### src/design/adc_out_pkg.sv
// Constants for the converter parallel sample output block
// Contract
// - Each sample clock rise starts one conversion
// - Result appears 3.5 sample cycles later
// - Strobe, bits, flag change on falling edge
// - Twelve bits, lowest index is LSB
// - Over-range flag high when input is above or below full scale
// - Output word coded offset binary
package adc_out_pkg;
  localparam int          SAMPLE_W    = 12;
  localparam int          LATENCY_HALF = 7;  // 3.5 cycles in half cycles
  localparam int          PIPE_RISE   = 4;   // Rise stages before fall launch
  localparam logic [11:0] CODE_MID    = 12'h800;
  localparam logic [11:0] CODE_MAX    = 12'hfff;
  localparam logic [11:0] CODE_MIN    = 12'h000;
  localparam logic [12:0] TWOS_OFFSET = 13'h0800;
endpackage : adc_out_pkg

### src/design/adc_parallel_sample_output.sv
// Converter output pipeline: sample on sample clock rise, drive on fall
`timescale 1ns/1ps
module adc_parallel_sample_output
  import adc_out_pkg::*;
(
  input  wire logic                       sys_clk,
  input  wire logic                       sys_rst,
  input  wire logic                       sample_clk,
  input  wire logic signed [adc_out_pkg::SAMPLE_W:0] analog_in,
  output logic [adc_out_pkg::SAMPLE_W-1:0] sample_bits,
  output logic                            overrange_flag,
  output logic                            data_ready_strobe
);
  import adc_out_pkg::*;

  // Elaboration check: coding and clip limits assume a 12-bit word
  if (SAMPLE_W != 12) begin : g_bad_width
    $error("width must be 12");
  end
  // Four rises plus one fall give the half-cycle latency
  if (PIPE_RISE * 2 - 1 != LATENCY_HALF) begin : g_bad_depth
    $error("pipeline depth does not match latency");
  end

  logic                sc_meta_r, sc_sync_r, sc_prev_r;
  logic                sc_meta_nxt, sc_sync_nxt, sc_prev_nxt;
  logic                rise, fall;
  logic [SAMPLE_W-1:0] word_q [PIPE_RISE];
  logic                ovr_q  [PIPE_RISE];
  logic [SAMPLE_W-1:0] word_nxt;
  logic                ovr_nxt;
  logic [SAMPLE_W-1:0] bits_r, bits_nxt;
  logic                ovr_r, ovr_out_nxt, dry_r, dry_nxt;
  logic signed [SAMPLE_W:0] lim_hi, lim_lo;
  logic [SAMPLE_W:0]   shifted;

  // Two-stage sync of sample clock, then edge find
  always_comb begin
    sc_meta_nxt = sample_clk;
    sc_sync_nxt = sc_meta_r;
    sc_prev_nxt = sc_sync_r;
  end
  assign rise = sc_sync_r & ~sc_prev_r;
  assign fall = ~sc_sync_r & sc_prev_r;

  // Quantize: clip to full scale, offset binary
  assign lim_hi  = $signed({1'b0, CODE_MAX}) - $signed(TWOS_OFFSET);
  assign lim_lo  = -$signed(TWOS_OFFSET);
  assign shifted = 13'(analog_in + $signed(TWOS_OFFSET));
  always_comb begin
    ovr_nxt = (analog_in > lim_hi) || (analog_in < lim_lo);
    if (analog_in > lim_hi) begin
      word_nxt = CODE_MAX;
    end else if (analog_in < lim_lo) begin
      word_nxt = CODE_MIN;
    end else begin
      word_nxt = shifted[SAMPLE_W-1:0];
    end
  end

  // Rise pipeline: capture rise plus three more, then fall launch gives 3.5
  genvar g;
  generate
    for (g = 0; g < PIPE_RISE; g++) begin : g_pipe
      if (g == 0) begin : g_first
        // First stage takes the quantized input
        always_ff @(posedge sys_clk) begin
          if (sys_rst) begin
            word_q[g] <= CODE_MID;
            ovr_q[g]  <= 1'b0;
          end else if (rise) begin
            word_q[g] <= word_nxt;
            ovr_q[g]  <= ovr_nxt;
          end
        end
      end else begin : g_next
        // Later stages shift on each detected rise
        always_ff @(posedge sys_clk) begin
          if (sys_rst) begin
            word_q[g] <= CODE_MID;
            ovr_q[g]  <= 1'b0;
          end else if (rise) begin
            word_q[g] <= word_q[g-1];
            ovr_q[g]  <= ovr_q[g-1];
          end
        end
      end
    end
  endgenerate

  // Output stage updates only on falling edge, all together
  always_comb begin
    bits_nxt    = bits_r;
    ovr_out_nxt = ovr_r;
    dry_nxt     = dry_r;
    if (fall) begin
      bits_nxt    = word_q[PIPE_RISE-1];
      ovr_out_nxt = ovr_q[PIPE_RISE-1];
      dry_nxt     = ~dry_r;
    end
  end

  always_ff @(posedge sys_clk) begin
    if (sys_rst) begin
      sc_meta_r <= 1'b0;
      sc_sync_r <= 1'b0;
      sc_prev_r <= 1'b0;
      bits_r    <= CODE_MID;
      ovr_r     <= 1'b0;
      dry_r     <= 1'b0;
    end else begin
      sc_meta_r <= sc_meta_nxt;
      sc_sync_r <= sc_sync_nxt;
      sc_prev_r <= sc_prev_nxt;
      bits_r    <= bits_nxt;
      ovr_r     <= ovr_out_nxt;
      dry_r     <= dry_nxt;
    end
  end

  assign sample_bits       = bits_r;
  assign overrange_flag    = ovr_r;
  assign data_ready_strobe = dry_r;
endmodule : adc_parallel_sample_output

### config.mk
export PLATFORM = sky130hd
export DESIGN_NAME = adc_parallel_sample_output
export DESIGN_NICKNAME = d
export VERILOG_FILES = /design/src/design/adc_out_pkg.sv /design/src/design/adc_parallel_sample_output.sv
export SDC_FILE = /design/constraint.sdc
export NUM_CORES = 1
export LEC_CHECK = 0
export BUFFER_PORTS_ARGS = -buffer_cell sky130_fd_sc_hd__buf_2
export CAP_MARGIN = 40
export CORE_MARGIN = 2
export CORE_UTILIZATION = 56
export DETAILED_ROUTE_END_ITERATION = 16
export HOLD_SLACK_MARGIN = 0.12
export PLACE_DENSITY_LB_ADDON = 0.3
export SYNTH_ARGS = -nofsm -noshare
export SYNTH_HDL_FRONTEND = slang
export SYNTH_SLANG_ARGS = --single-unit
### constraint.sdc
create_clock -name sys_clk -period 2.4 [get_ports sys_clk]
set_input_delay 0.36 -clock sys_clk [delete_from_list [all_inputs] [get_ports sys_clk]]
set_output_delay 0.36 -clock sys_clk [all_outputs]
set_load 0.03 [all_outputs]
==> results.tsv <==
stage	metric	value	unit
setup_path	cp.arrival	1770	ps
floorplan	io_pins	30	
setup_path	crit_path_end_kind	flop	
power_and_ir_drop	p_leak	1.23	nW
clocking	cts_tree	built	
sta	fin_setup_tns	0	ps
sta	fmax	0.626	GHz
global_routing	grt_pass1_wl	5600	um
sta	setup_slack	802	ps
logic_synthesis	yosysTopAreaCell	edfxtp_1	
placed_design	post-place-ws	541	ps
route	drt_first_pass_iters	4	
global_routing	gr-usage-met3	0.0591	
floorplan	die_w	71.9	um
clocking	clk_latency	330	ps
clocking	clk_pin_slew	70	ps
route	drt_wl_total	3330	um
route	routed_via_density	5.09	
logic_synthesis	syn_nets	214	
sta	tightest_slew	575	ps
global_routing	grtUsageMet2	0.251	
logic_synthesis	yosysSeqAreaShare	0.738	
flow_run	cap_violations	0	
clocking	cts_setup_buffers	0	
route	drcViolationCount	0	
sta	worst_clock_skew	2.74	ps
clocking	clockBufferDepth	2	
logic_synthesis	syn_area_per_cell	13.0	sq um
layout	nets	242	
clocking	cts.sinks	69	
logic_synthesis	synth_area_leaders	edfxtp_1, dfxtp_1, and3_1	
global_routing	antenna_found_initial	0	
setup_path	cp.required	2570	ps
layout	instances_no_fill	283	
sta	rsz0062_at_grt	false	
clocking	cts.htree.levels	3	
sta	post-route-period-util	0.666	
floorplan	die_h	71.9	um
clocking	cts-root-buf	clkbuf_8	
global_routing	busiest_layer	met2	
logic_synthesis	syn_inst	198	
route	routedWlPerCell	11.8	um
sta	whs	236	ps
clocking	cts-hold-fix-buffers	0	
layout	drive_above_1_share	0.203	
logic_synthesis	synth_top_area_share	0.606	
placed_design	dp.cells	267	
layout	antenna_cells	0	
logic_synthesis	synth_cell_types	16	
floorplan	rows	24	
setup_path	cp_top_family	simple AND/OR/NAND/NOR gates	
sta	hold_viol	0	
global_routing	grt_use_total	0.148	
clocking	cts_buffers	9	
placed_design	io_buffers	29	
global_routing	use_met1	0.153	
sta	fin_crit	1600	ps
layout	post-route-util	0.662	
logic_synthesis	synth-main-ff-cell	edfxtp_1	
sta	setup-violations-final	0	
route	drtAntennaViolNets	0	
route	drtIter0Drc	87	
placed_design	detailed_place_hpwl	2020	um
route	vias	1441	
power_and_ir_drop	vdd.ir_drop.worst	0.431	mV
logic_synthesis	async_flop_share	0	
run_status	outcome	finished, final reports clean	
floorplan	fp.coreArea	0.00438	sq mm
setup_path	start_kind	flop	
logic_synthesis	synth_area	0.00258	sq mm
logic_synthesis	post-synth-top-count-cell	edfxtp_1	
layout	syn2layout_area_growth	12.6	%
sta	maxSlewViolCount	0	
setup_path	crit_buf_inv	0	
setup_path	reg2reg_from	sc_prev_r	
worst_hold_path	hp-start	sample_clk	
layout	nFillCells	348	
power_and_ir_drop	cellPowerDensity	755	mW/mm^2
global_routing	grt_overflow	0	
logic_synthesis	synth_common_cells	edfxtp_1, nand2_1, and3_1, a21oi_1, dfxtp_1	
setup_path	slowest_stage	nor2_4	
logic_synthesis	ys.warnings.count	0	
setup_path	cpPeakStageDelay	470	ps
setup_path	worstPathCellList	nor2_4 -> nand2_1 -> a21oi_1	
clocking	ctsResizeCount	0	
floorplan	initial_core_util	0.588	
floorplan	die_area	0.00516	sq mm
worst_hold_path	hold_path_class	in -> reg	
logic_synthesis	synth_edf_count	52	
setup_path	crit_start	sc_prev_r	
global_routing	grt_pass1_vias	1358	
setup_path	crit_type	reg -> reg	
placed_design	place_congestion	0.701	
logic_synthesis	synth-seq-cells	69	
global_routing	grt_start_max_net_pins	41	
setup_path	worst-path-max-fanout	37	
sta	slew_headroom	0.615	
[cells by family (layout without fill, tap and decap cells)]
kind of cell / Yosys count / after routing / share of synthesized area
AND/OR/NAND/NOR: 90 / 90 / 0.184
flip-flops: 69 / 69 / 0.738
AO/OA/AOI/OAI: 24 / 24 / 0.0466
buffers and inverters: 14 / 47 / 0.0281
XOR/XNOR: 1 / 1 / 0.00340
[power by group]
| part | switching, mW | internal, mW |
|---|---|---|
| registers | 0.0124 | 1.33 |
| logic | 0.0680 | 0.0312 |
| clock network | 0.387 | 0.362 |
[final timing paths]
check | slack (ps) | to | cells past startpoint
worst max register to register | 800 | word_q[0][2] | 3
worst max-delay path | 800 | word_q[0][2] | 3
worst min-delay path | 240 | sc_meta_r | 2
worst min register to register | 450 | sample_bits[9] | 2
[flip-flops by register name, summed over array words and instances, names as in the netlist]
name	cells
ovr_q	4
sc_prev_r	1
word_q	48
sc_meta_r	1
data_ready_strobe	1
sample_bits	12
sc_prev_nxt	1
overrange_flag	1
[stage by stage]
stage               power, mW  cell area (sq um)
floorplan                1.44               2580
global placement         1.47               2750
detailed placement       1.47               2750
CTS                      2.22               2900
global route             2.28               2900
finish                   2.19               2900
[cells in the final DEF (no fill, tap or decap)]
cell	count
a21oi_1	24
nor2b_1	3
edfxtp_1	52
buf_4	1
nand3b_1	2
nand2_1	38
nor2_1	1
nand2b_1	4
buf_12	1
clkinvlp_4	1
dfxtp_1	17
nor2_4	1
clkinv_1	2
or3_1	3
xnor2_1	1
and3_1	36
clkbuf_1	1
buf_2	29
clkbuf_8	9
and2b_2	1
nand2b_2	1
clkinv_2	3
[routing by layer]
layer / vias to the layer above / wire length [um]
li1: 758 / -
met1: 641 / 1400
met2: 35 / 1700
met3: 7 / 167
met4: 0 / 58
met5: - / 0
[final cells by class]
cell class | count | area (sq um) | area share
clock buffer | 10 | 128 | 0.0439
clock inverter | 6 | 30.0 | 0.0103
multi-input combinational | 115 | 607 | 0.209
sequential | 69 | 1900 | 0.655
tap | 52 | 65.1 | 0.0224
timing repair buffer | 31 | 173 | 0.0595
Power figures use the tool's default switching activity.
